<file path="src/include/seisw_pkg.sv">
package seisw_pkg;

    // Bus framing.
    localparam logic [3:0] DEV_CODE      = 4'ha;
    localparam logic [3:0] BIT_LAST      = 4'h7;
    localparam logic [3:0] BIT_ACK       = 4'h8;
    localparam logic [3:0] CNT_ZERO      = 4'h0;
    localparam logic [3:0] PAGE_LAST     = 4'hf;
    localparam int         ADDR_W        = 9;
    localparam int         PAGE_W        = 4;
    localparam int         PAGE_BYTES    = 16;

    // Commit path toward the memory array.
    localparam int         WORD_W        = ADDR_W + 8;
    localparam int         FIFO_DEPTH    = 8;

    // Internal write period, rounded up to whole clock cycles.
    localparam int         INTERNAL_WRITE_TIME_NS = 4_000_000;
    localparam int         MCLK_PERIOD_NS         = 8;
    localparam int         INTERNAL_WRITE_CYCLES  =
        (INTERNAL_WRITE_TIME_NS + MCLK_PERIOD_NS - 1) / MCLK_PERIOD_NS;
    localparam int         TIMER_W                = 20;

    typedef enum logic [2:0] {
        ST_IDLE = 3'h0,
        ST_DEV  = 3'h1,
        ST_WORD = 3'h3,
        ST_DATA = 3'h2,
        ST_READ = 3'h6,
        ST_WAIT = 3'h7
    } seisw_phase_type;

endpackage : seisw_pkg

</file>
<file path="src/rtl/seisw_fifo.sv">
`timescale 1ns/1ps
module seisw_fifo #(
    parameter int WIDTH = 17,
    parameter int DEPTH = 8
) (
    // Clock and reset.
    input  wire logic             mclk,
    input  wire logic             rst_n,
    // Fill side.
    input  wire logic             in_valid,
    output logic                  in_ready,
    input  wire logic [WIDTH-1:0] in_data,
    // Drain side.
    output logic                  out_valid,
    input  wire logic             out_ready,
    output logic [WIDTH-1:0]      out_data
);
    localparam int AW = $clog2(DEPTH);

    typedef struct packed {
        logic [DEPTH-1:0][WIDTH-1:0] mem;
        logic [AW-1:0]               wr;
        logic [AW-1:0]               rd;
        logic [AW:0]                 cnt;
    } seisw_fifo_state_type;

    seisw_fifo_state_type q;
    seisw_fifo_state_type next_q;
    logic                 push;
    logic                 pop;

    // The count is one bit wider than the index, so a full buffer is told apart from an empty one.
    assign in_ready  = (q.cnt < (AW+1)'(DEPTH));
    assign out_valid = (q.cnt != '0);
    assign out_data  = q.mem[q.rd];

    always_comb begin
        next_q = q;
        push   = in_valid && in_ready;
        pop    = out_valid && out_ready;
        if (push) begin
            next_q.mem[q.wr] = in_data;
            next_q.wr        = (q.wr == AW'(DEPTH - 1)) ? '0 : q.wr + 1'b1;
        end
        if (pop) begin
            next_q.rd = (q.rd == AW'(DEPTH - 1)) ? '0 : q.rd + 1'b1;
        end
        next_q.cnt = q.cnt + (AW+1)'(push) - (AW+1)'(pop);
    end

    always_ff @(posedge mclk) begin
        if (!rst_n) begin
            q <= '0;
        end else begin
            q <= next_q;
        end
    end

endmodule : seisw_fifo

</file>
<file path="src/rtl/seisw_slave.sv">
`timescale 1ns/1ps
module seisw_slave
    import seisw_pkg::*;
#(
    parameter int WRITE_CYCLES = seisw_pkg::INTERNAL_WRITE_CYCLES
) (
    // Clock and reset.
    input  wire logic                        mclk,
    input  wire logic                        rst_n,
    // Two-wire bus pins.
    input  wire logic                        scl_in,
    input  wire logic                        sda_in,
    output logic                             sda_out,
    output logic                             sda_oe,
    // Strap and protect pins.
    input  wire logic                        strap_addr_lo,
    input  wire logic                        strap_addr_hi,
    input  wire logic                        write_protect,
    // Memory array read side.
    output logic [seisw_pkg::ADDR_W-1:0]     rd_addr,
    input  wire logic [7:0]                  rd_data,
    // Memory array commit side.
    output logic                             mem_wr_valid,
    input  wire logic                        mem_wr_ready,
    output logic [seisw_pkg::ADDR_W-1:0]     mem_wr_addr,
    output logic [7:0]                       mem_wr_data,
    // Status.
    output logic                             busy
);
    import seisw_pkg::*;

    typedef struct packed {
        logic [2:0]                     scl_p;
        logic [2:0]                     sda_p;
        logic [1:0]                     strap_m;
        logic [1:0]                     strap;
        logic                           wp_m;
        logic                           wp;
        seisw_phase_type                st;
        logic [3:0]                     cnt;
        logic                           armed;
        logic [7:0]                     sr;
        logic [7:0]                     tx;
        logic                           ack;
        logic                           a8;
        logic [ADDR_W-1:0]              ptr;
        logic                           wp_block;
        logic                           pend;
        logic [PAGE_BYTES-1:0][7:0]     pbuf;
        logic [PAGE_BYTES-1:0]          vmask;
        logic                           busy;
        logic [TIMER_W-1:0]             timer;
        logic                           drain;
        logic [PAGE_W-1:0]              didx;
        logic                           sda_oe;
        logic                           sda_out;
        logic                           wr_valid;
        logic [WORD_W-1:0]              wr_word;
    } seisw_state_type;

    seisw_state_type   q;
    seisw_state_type   next_q;
    logic              rise;
    logic              fall;
    logic              start;
    logic              stop;
    logic              sda;
    logic              match;
    logic              f_in_valid;
    logic              f_in_ready;
    logic [WORD_W-1:0] f_in_data;
    logic              f_out_valid;
    logic              f_out_ready;
    logic [WORD_W-1:0] f_out_data;

    // Bit 1 is the settled sample and bit 2 its previous value; bit 0 is never read here.
    assign sda   = q.sda_p[1];
    assign rise  = q.scl_p[1] && !q.scl_p[2];
    assign fall  = !q.scl_p[1] && q.scl_p[2];
    assign start = q.scl_p[1] && q.scl_p[2] && q.sda_p[2] && !sda;
    assign stop  = q.scl_p[1] && q.scl_p[2] && !q.sda_p[2] && sda;
    assign match = (q.sr[7:4] == DEV_CODE)
                && (q.sr[3] == q.strap[1])
                && (q.sr[2] == q.strap[0]);

    assign f_in_data   = {q.ptr[ADDR_W-1:PAGE_W], q.didx, q.pbuf[q.didx]};
    assign f_out_ready = !q.wr_valid || mem_wr_ready;

    assign sda_out      = q.sda_out;
    assign sda_oe       = q.sda_oe;
    assign rd_addr      = q.ptr;
    assign mem_wr_valid = q.wr_valid;
    assign mem_wr_addr  = q.wr_word[WORD_W-1:8];
    assign mem_wr_data  = q.wr_word[7:0];
    assign busy         = q.busy;

    seisw_fifo #(
        .WIDTH (WORD_W),
        .DEPTH (FIFO_DEPTH)
    ) u_fifo (
        .mclk      (mclk),
        .rst_n     (rst_n),
        .in_valid  (f_in_valid),
        .in_ready  (f_in_ready),
        .in_data   (f_in_data),
        .out_valid (f_out_valid),
        .out_ready (f_out_ready),
        .out_data  (f_out_data)
    );

    always_comb begin
        next_q     = q;
        f_in_valid = 1'b0;
        next_q.scl_p   = {q.scl_p[1:0], scl_in};
        next_q.sda_p   = {q.sda_p[1:0], sda_in};
        // Pins float low through internal pull-downs; each is still sampled through two flops before use.
        next_q.strap_m = {strap_addr_hi, strap_addr_lo};
        next_q.strap   = q.strap_m;
        next_q.wp_m    = write_protect;
        next_q.wp      = q.wp_m;

        // Hand the page to the array one valid byte at a time; a full FIFO stalls the walk.
        if (q.drain) begin
            f_in_valid = q.vmask[q.didx];
            if (!q.vmask[q.didx] || f_in_ready) begin
                next_q.didx = q.didx + 1'b1;
                if (q.didx == PAGE_LAST) begin
                    next_q.drain = 1'b0;
                    next_q.vmask = '0;
                end
            end
        end
        if (q.timer != '0) begin
            next_q.timer = q.timer - 1'b1;
        end else if (!q.drain) begin
            next_q.busy = 1'b0;
        end

        if (f_out_ready) begin
            next_q.wr_valid = f_out_valid;
            if (f_out_valid) begin
                next_q.wr_word = f_out_data;
            end
        end

        if (start) begin
            next_q.st     = ST_DEV;
            next_q.cnt    = CNT_ZERO;
            next_q.armed  = 1'b0;
            next_q.sda_oe = 1'b0;
            // A repeated START abandons a half-built page, but never one being committed.
            if (!q.busy) begin
                next_q.pend  = 1'b0;
                next_q.vmask = '0;
            end
        end else if (stop) begin
            next_q.st     = ST_IDLE;
            next_q.sda_oe = 1'b0;
            next_q.pend   = 1'b0;
            if (q.pend && !q.busy) begin
                next_q.busy  = 1'b1;
                next_q.timer = TIMER_W'(WRITE_CYCLES);
                next_q.drain = 1'b1;
                next_q.didx  = '0;
            end
        end else if (q.st != ST_IDLE && q.st != ST_WAIT) begin
            if (rise && q.cnt != BIT_ACK) begin
                next_q.sr = {q.sr[6:0], sda};
            end
            if (rise && q.cnt == BIT_ACK) begin
                next_q.ack = !sda;
            end
            if (rise) begin
                next_q.armed = 1'b1;
            end
            // The clock fall that closes a START carries no bit.
            // Counting it would decide on the address one bit early.
            if (fall && q.armed) begin
                next_q.sda_oe = 1'b0;
                next_q.cnt    = q.cnt + 1'b1;
                if (q.cnt == BIT_LAST) begin
                    unique case (q.st)
                        ST_DEV: begin
                            if (match && !q.busy) begin
                                next_q.sda_oe = 1'b1;
                                next_q.a8     = q.sr[1];
                                next_q.st     = q.sr[0] ? ST_READ : ST_WORD;
                            end else begin
                                next_q.st = ST_WAIT;
                            end
                        end
                        ST_WORD: begin
                            next_q.ptr    = {q.a8, q.sr};
                            next_q.sda_oe = 1'b1;
                            next_q.st     = ST_DATA;
                        end
                        ST_DATA: begin
                            if (q.wp_block) begin
                                next_q.st = ST_WAIT;
                            end else begin
                                next_q.sda_oe = 1'b1;
                                next_q.pbuf[q.ptr[PAGE_W-1:0]]  = q.sr;
                                next_q.vmask[q.ptr[PAGE_W-1:0]] = 1'b1;
                                next_q.ptr[PAGE_W-1:0] = q.ptr[PAGE_W-1:0] + 1'b1;
                                next_q.pend   = 1'b1;
                            end
                        end
                        ST_READ: begin
                            next_q.ptr = q.ptr + 1'b1;
                        end
                        default: begin
                            next_q.st = ST_WAIT;
                        end
                    endcase
                end else if (q.cnt == BIT_ACK) begin
                    next_q.cnt = CNT_ZERO;
                    if (q.st == ST_DATA && !q.pend) begin
                        next_q.wp_block = q.wp;
                    end
                    if (q.st == ST_READ) begin
                        if (q.ack) begin
                            next_q.tx     = rd_data;
                            next_q.sda_oe = !rd_data[7];
                        end else begin
                            next_q.st = ST_WAIT;
                        end
                    end
                end else if (q.st == ST_READ) begin
                    next_q.sda_oe = !q.tx[6];
                    next_q.tx     = {q.tx[6:0], 1'b0};
                end
            end
        end
    end

    always_ff @(posedge mclk) begin
        if (!rst_n) begin
            q       <= '0;
            q.scl_p <= 3'h7;
            q.sda_p <= 3'h7;
        end else begin
            q <= next_q;
        end
    end

    property p_drive_low_only;
        @(posedge mclk) disable iff (!rst_n)
        !sda_out;
    endproperty
    a_drive_low_only: assert property (p_drive_low_only)
        else $error("Data pin output level is not low.");

    property p_edge_timing;
        @(posedge mclk) disable iff (!rst_n)
        $changed(sda_oe) |-> $past(fall || start || stop);
    endproperty
    a_edge_timing: assert property (p_edge_timing)
        else $error("Data drive changed away from a clock fall.");

    property p_start_wakes;
        @(posedge mclk) disable iff (!rst_n)
        start |=> (q.st == ST_DEV) && (q.cnt == CNT_ZERO) && !sda_oe;
    endproperty
    a_start_wakes: assert property (p_start_wakes)
        else $error("START did not begin address reception.");

    property p_addr_ack;
        @(posedge mclk) disable iff (!rst_n)
        (q.st == ST_DEV) && fall && (q.cnt == BIT_LAST) && !start && !stop
        |=> (sda_oe == ($past(match) && !$past(q.busy)));
    endproperty
    a_addr_ack: assert property (p_addr_ack)
        else $error("Slave address acknowledge is wrong.");

    property p_busy_quiet;
        @(posedge mclk) disable iff (!rst_n)
        busy |-> !sda_oe;
    endproperty
    a_busy_quiet: assert property (p_busy_quiet)
        else $error("Data pin driven during internal write.");

    property p_stop_launch;
        @(posedge mclk) disable iff (!rst_n)
        stop && q.pend && !q.busy
        |=> busy ##1 (busy && q.timer == TIMER_W'(WRITE_CYCLES - 1));
    endproperty
    a_stop_launch: assert property (p_stop_launch)
        else $error("Internal write did not start with full count.");

    property p_wp_reject;
        @(posedge mclk) disable iff (!rst_n)
        (q.st == ST_DATA) && q.wp_block && fall && (q.cnt == BIT_LAST)
        && !start && !stop |=> !sda_oe && (q.st == ST_WAIT) && !q.pend;
    endproperty
    a_wp_reject: assert property (p_wp_reject)
        else $error("Protected data byte was acknowledged.");

    property p_page_wrap;
        @(posedge mclk) disable iff (!rst_n)
        (q.st == ST_DATA) && !q.wp_block && fall && (q.cnt == BIT_LAST)
        && !start && !stop
        |=> (q.ptr[ADDR_W-1:PAGE_W] == $past(q.ptr[ADDR_W-1:PAGE_W]))
            && (q.ptr[PAGE_W-1:0] == $past(q.ptr[PAGE_W-1:0]) + 1'b1);
    endproperty
    a_page_wrap: assert property (p_page_wrap)
        else $error("Page pointer did not step within the page.");

endmodule : seisw_slave

</file>
<file path="config.mk">
export PLATFORM = sky130hd
export DESIGN_NAME = seisw_slave
export DESIGN_NICKNAME = d
export VERILOG_FILES = /design/src/include/seisw_pkg.sv /design/src/rtl/seisw_fifo.sv /design/src/rtl/seisw_slave.sv
export SDC_FILE = /design/constraint.sdc
export NUM_CORES = 1
export LEC_CHECK = 0
export ABC_AREA = 1
export BUFFER_PORTS_ARGS = -buffer_cell sky130_fd_sc_hd__buf_2
export CORE_MARGIN = 4
export CORE_UTILIZATION = 63
export DETAILED_ROUTE_END_ITERATION = 7
export PLACE_DENSITY_LB_ADDON = 0.12
export SLEW_MARGIN = 40
export SYNTH_ARGS = -nofsm -noshare
export SYNTH_HDL_FRONTEND = slang
export SYNTH_SLANG_ARGS = --single-unit
</file>
<file path="constraint.sdc">
create_clock -name mclk -period 3.1 [get_ports mclk]
set_clock_uncertainty 0.15 [all_clocks]
set_input_delay 0.155 -clock mclk [delete_from_list [all_inputs] [get_ports mclk]]
set_output_delay 0.155 -clock mclk [all_outputs]
set_load 0.01 [all_outputs]
</file>
# Yosys cells after proc, flatten, opt, wreduce, memory -nomap -nowiden
# Index checks and enable logic that the tools add are counted.
totals:
  elab_cells: 240
  input_bits: 16
  reg_bits: 384
  out_inout_bits: 30
op_classes:
  n_bitwise: 6
  mux: 79
  eq_ne: 24
  magnitude_cmp: 7
  add_sub_neg: 9
  reduce_logical: 62
ops:
  columns: ["op", "n"]
  rows:
  - ["145-bit 2-to-1 mux", 3]
  - ["179-bit 2-to-1 mux", 1]
  - ["156-bit 2-to-1 mux", 1]
  - ["136-bit bitwise mux", 1]
  - ["128-bit bitwise mux", 1]
  - ["16-bit 2-to-1 mux", 6]
  - ["26-bit 2-to-1 mux", 3]
  - ["8-bit 2-to-1 mux", 9]
  - ["17-bit binary-select mux with 3-bit select", 1]
  - ["17-bit demux with 3-bit select", 1]
  - ["7-bit AND reduction", 7]
  - ["17-bit 2-to-1 mux", 2]
  - ["33-bit 2-to-1 mux", 1]
  - ["8-bit binary-select mux with 4-bit select", 1]
  - ["8-bit demux with 4-bit select", 1]
  - ["1-bit 2-to-1 mux", 24]
  - ["3-bit 2-to-1 mux", 8]
  - ["1-bit logical AND", 20]
  - ["20-bit 2-to-1 mux", 1]
  - ["20-bit nonzero test", 1]
  - ["20-bit by 1-bit subtractor with 20-bit output (second input constant)", 1]
  - ["3-bit nonzero test", 6]
  - ["16-bit OR", 1]
  - ["5-bit 2-to-1 mux", 3]
  - ["44 further kinds", 83]

# Depth between registers and ports, before layout
logic_depth:
  word_depth: 14
  ltp_mapped: 16
  ltp_nobuf: 16

# By module
# A second synthesis with hierarchy kept.
hier_totals:
  cells_unflattened: 2802
  area_unflattened_um2: 18697.9
by_module_without_submodules:
  columns: ["mod", "n_inst", "area_each_um2", "seq_area_each_um2", "cells_per_inst"]
  rows:
  - ["seisw_slave", 1, 11133.2, 4744.6, 1520]
  - ["seisw_fifo", 1, 7564.8, 2922.8, 1282]

# Least setup slack after synthesis
# OpenSTA, ideal clock, no wires.
synth_path:
  path_type: "register to register"
  start: "register u_fifo.q[3] (netlist name)"
  end: "register u_fifo.q[2] (netlist name)"
  period_less_slack_ns: 2.645
  setup_ns: 0.128
  arrival_time_ns: 2.367
  path_buffers: 2
  required_ns: 2.822
  stages_incl_launch_ff: 13
  slack_ns: 0.455
  path_cell_list: "dfxtp_1 -> inv_1 -> ha_1 -> a31oi_1 -> clkbuf_1 -> clkbuf_1 -> ha_1 -> inv_1 -> ha_1 -> inv_1 -> fa_1 -> xor2_1 -> nor2_1"
synth_via:
  word_cells_on_any_way: 6
  cone_classes: "add/sub: 2; order compare: 1; reduce/logical: 3"
synth_rtl:
  columns: ["item", "line", "text"]
  rows:
  - ["start, declared", "seisw_fifo.sv:27", "seisw_fifo_state_type q;"]
  - ["start signal, assigned", "seisw_fifo.sv:55", "q <= next_q;"]
  - ["4-bit nonzero test", "seisw_fifo.sv:34", "assign out_valid = (q.cnt != '0);"]
  - ["1-bit logical AND", "seisw_fifo.sv:40", "pop = out_valid && out_ready;"]
  - ["via u_fifo.pop", "seisw_fifo.sv:30", "logic pop;"]
  - ["4-bit by 1-bit subtractor with 4-bit output", "seisw_fifo.sv:48", "next_q.cnt = q.cnt + (AW+1)'(push) - (AW+1)'(pop);"]
# The timed path passes the listed nets, and every way through them passes these cells.
# A chain may end at the register's enable or synchronous reset.

# Worst setup path in the final report
layout_path:
  start: "register q, in the netlist f_in_data[8]"
  end: "register u_fifo.q[65] (netlist name)"
layout_via:
  elab_chain_cells: 4
  word_cells_on_any_way: 7
  cone_classes: "mux: 6; reduce/logical: 1"
layout_rtl:
  columns: ["item", "line", "text"]
  rows:
  - ["start, declared", "seisw_slave.sv:61", "seisw_state_type q;"]
  - ["start signal, assigned", "seisw_slave.sv:242", "q <= next_q;"]
  - ["1-bit binary-select mux with 4-bit select", "seisw_slave.sv:124", "f_in_valid = q.vmask[q.didx];"]
  - ["1-bit 2-to-1 mux (implied by the code)", "seisw_slave.sv:124", null]
  - ["1-bit 2-to-1 mux", "seisw_slave.sv:123", "if (q.drain) begin"]
  - ["1-bit logical AND", "seisw_fifo.sv:39", "push = in_valid && in_ready;"]
# Several ways; a longest one is shown, not always the timed one. The select of a mux whose other input is x is not followed.

==> qor.yml <==
timing:
  relSlewSlack_pct: 43.0
  finalSetupViolCount: 0
  slew_viol_final: 0
  hold_violations: 0
  min_period_ps: 2580
  timing.final.crit_share_pct: 83.3
  tightest_slew_ps: 855
  rsz0062_at_grt: "no"
  fmax_ghz: 0.387
  setup-tns-final_ps: 0
critical_path:
  path_class: "flop to flop"
  worst_path_most_repeated_cell: "nand3_1"
  cp-start-kind: "flop"
  critPathSlowestCell: "buf_4"
  crit_chain: "buf_4 -> buf_4 -> a21oi_1 -> o21ai_0 -> nand3_1 -> nand3_1 -> nand3_1 -> nand3_1 -> a21oi_1"
  reg2reg_to: "u_fifo.q[65]"
  r2r_cells: 9
  cp_max_fo: 64
  worstSetupEndpointType: "flop"
  cpPeakStageDelay_ps: 540
  cp_top_family: "simple AND/OR/NAND/NOR gates"
  arrival_ps: 2820
  worstPathRequired_ps: 3340
  r2r-start: "f_in_data[8]"
  cp_num_buf_inv: 2
  startpoint: "f_in_data[8]"
  rrSetupSlack_ps: 520
hold_path:
  worstHoldStart: "rd_data[7]"
  worstHoldPathType: "input port to flop"
  holdPathEnd: "sda_oe"
  holdPathStages: 4
drt:
  drt_iter0_drc: 1779
  routed_via_density: 5.96
  routedWlPerCell_um: 17.7
  first_pass_iters: 6
  ant_nets: 0
  drc_errors: 0
  wirelength_mm: 48.7
  vias: 16377
synth:
  synthXorXnorAreaFrac_pct: 0.891
  synth.area.top_cells: "dfxtp_1, a21oi_1, o21ai_0, nand2_1, nand3_1"
  yosys_warnings: 0
  synth_cell_type_count: 52
  async_reset_ff_share_pct: 0
  yosys.area.top_type: "dfxtp_1"
  synth.avg_cell_area_sq_um: 7.38
  synth-adder-area-share_pct: 1.46
  synth_compound_area_share_pct: 22.1
  synth_nets: 2432
  synth_mux_area_share_pct: 0.905
  ys_seq_area_share_pct: 43.3
  synth_most_common_cell: "a21oi_1"
  synth_cells: 2396
  synth_top_family_by_area: "compound AO/OA/AOI/OAI gates"
  synth.ff_latch_count: 383
  synth-simple-area-share_pct: 20.5
  synth_top_cell_area_share_pct: 43.3
  synth_flop_cell: "dfxtp_1"
  mappedNetlistArea_sq_um: 17700
  ys_top_cells_by_count: "a21oi_1, dfxtp_1, nand2_1, o21ai_0, nand3_1"
  synth_edf_count: 0
die:
  pin_count: 46
  dieHeight_um: 176
  core_area_sq_um: 27800
  fp.dieW_um: 176
  die-area_sq_um: 30800
  rows: 61
  initial_utilization_pct: 63.7
global_routing:
  antenna_found_initial: 0
  track_usage_pct: 31.0
  grt_pass1_wl_mm: 79.1
  grt_pass1_vias: 15537
  grt_max_degree: 168
  grt_overflow: 0
clock_tree:
  cts_resized: 0
  postCtsSetupBuffers: 0
  cts_tree: "built"
  root_buffer: "clkbuf_16"
  clockBufferDepth: 3
  cts_buffers: 40
  htreeDepth: 2
  clock_sink_count: 383
  clk_pin_slew_ps: 60
  insertion_delay_ps: 520
job:
  timing.max_cap.violations: 0
power_and_ir_drop:
  pwr_density_cell_nw_per_um2: 685
  power.total_mw: 13.1
  leakagePower_nw: 7.12
  vdd_drop_max_mv: 0.664
place:
  dp_hpwl_mm: 29.7
  io_buffer_count: 44
  gp_congestion: 0.876
finish:
  diodes: 0
  final_nets: 2376
  drive_gt1_share_pct: 9.08
  area_delta_synth_final_pct: 8.20
outcome:
  status: "completed"
-- tightest hold or removal path: stages --
cell and delay, ps:
buf_2 90, a22oi_1 60, a22oi_1 250, a21oi_1 100
-- metal layers --
layer	GRT usage, %	vias to the layer above	share of wire, %
met5	0	-	0
li1	-	7918	-
met4	11.7	0	3.4
met2	51.0	737	47
met1	41.4	7594	42
met3	4.86	128	8.3
-- cell families (layout without fill, tap and decap cells) --
kind of cell / after synthesis / count (layout)
AOI/OAI and AO/OA: 746 / 746
xor gates and xnor gates: 18 / 18
adders and majority gates: 20 / 20
buffers and inverters: 430 / 402
DFF: 383 / 383
muxes: 16 / 16
other: 1 / 1
and+or+nand+nor: 782 / 782
-- final cells by class --
class	count	area, sq um
clock buffer	58	1190
clock inverter	12	93.8
fill	2382	8640
inverter	231	875
multi-input combinational	1583	8130
sequential	383	7670
tap	378	473
timing repair buffer	101	711
-- flip-flops by register name, summed over array words and instances, names as in the netlist --
| register | flops |
|---|---|
| busy | 1 |
| f_in_data | 4 |
| mem_wr_addr | 9 |
| mem_wr_data | 8 |
| mem_wr_valid | 1 |
| next_q | 7 |
| q | 197 |
| rd_addr | 9 |
| sda_oe | 1 |
| u_fifo.q | 146 |
-- report_power, final --
group,internal (mW),switching [mW],leakage [nW]
clock network,2.75,1.95,0.636
registers,5.19,0.181,3.10
logic,1.03,2.01,3.39
-- layout by cell type (no fill, tap or decap), drive strengths merged, types with 2 or more instances in the layout --
cell / instances
o221ai: 33
o21ai: 286
nor4: 9
clkbuf: 58
xnor2: 5
dfxtp: 383
nand2: 352
clkinv: 11
buf: 87
xor2: 13
nand3: 233
mux2i: 16
clkinvlp: 2
nor2: 143
a22oi: 3
inv: 229
dlygate4sd3: 14
a211oi: 3
a21oi: 401
nand4: 22
or2: 5
o22ai: 3
a31oi: 13
nor3: 12
and2: 3
ha: 19
-- how the worst max path moves through the flow --
stage	endpoint	slack, ps	depth (start not counted)
floorplan	u_fifo.q[2]	460	12
global placement	q[40]	580	11
detailed placement	u_fifo.q[15]	570	9
CTS	u_fifo.q[49]	560	9
global route	u_fifo.q[68]	310	9
finish	u_fifo.q[65]	520	9
-- stage by stage --
step	util [%]	setup slack [ps]	hold WS, ps	instance area (sq um)	cells
after floorplan	-	455	103	17700	2396
after global placement	63.8	584	191	17700	2662
after detailed placement	63.8	574	191	17700	2662
after CTS	68.9	556	27.9	19100	2746
after global routing	68.9	311	100	19100	2746
final	68.9	518	45.0	19100	2746
-- repair_timing --
item                                   in CTS  in global routing
hold buffers                               14                  0
endpoints found under the hold margin      16                  0
setup endpoints to repair                   0                  0
(Power assumes the default switching activity.)
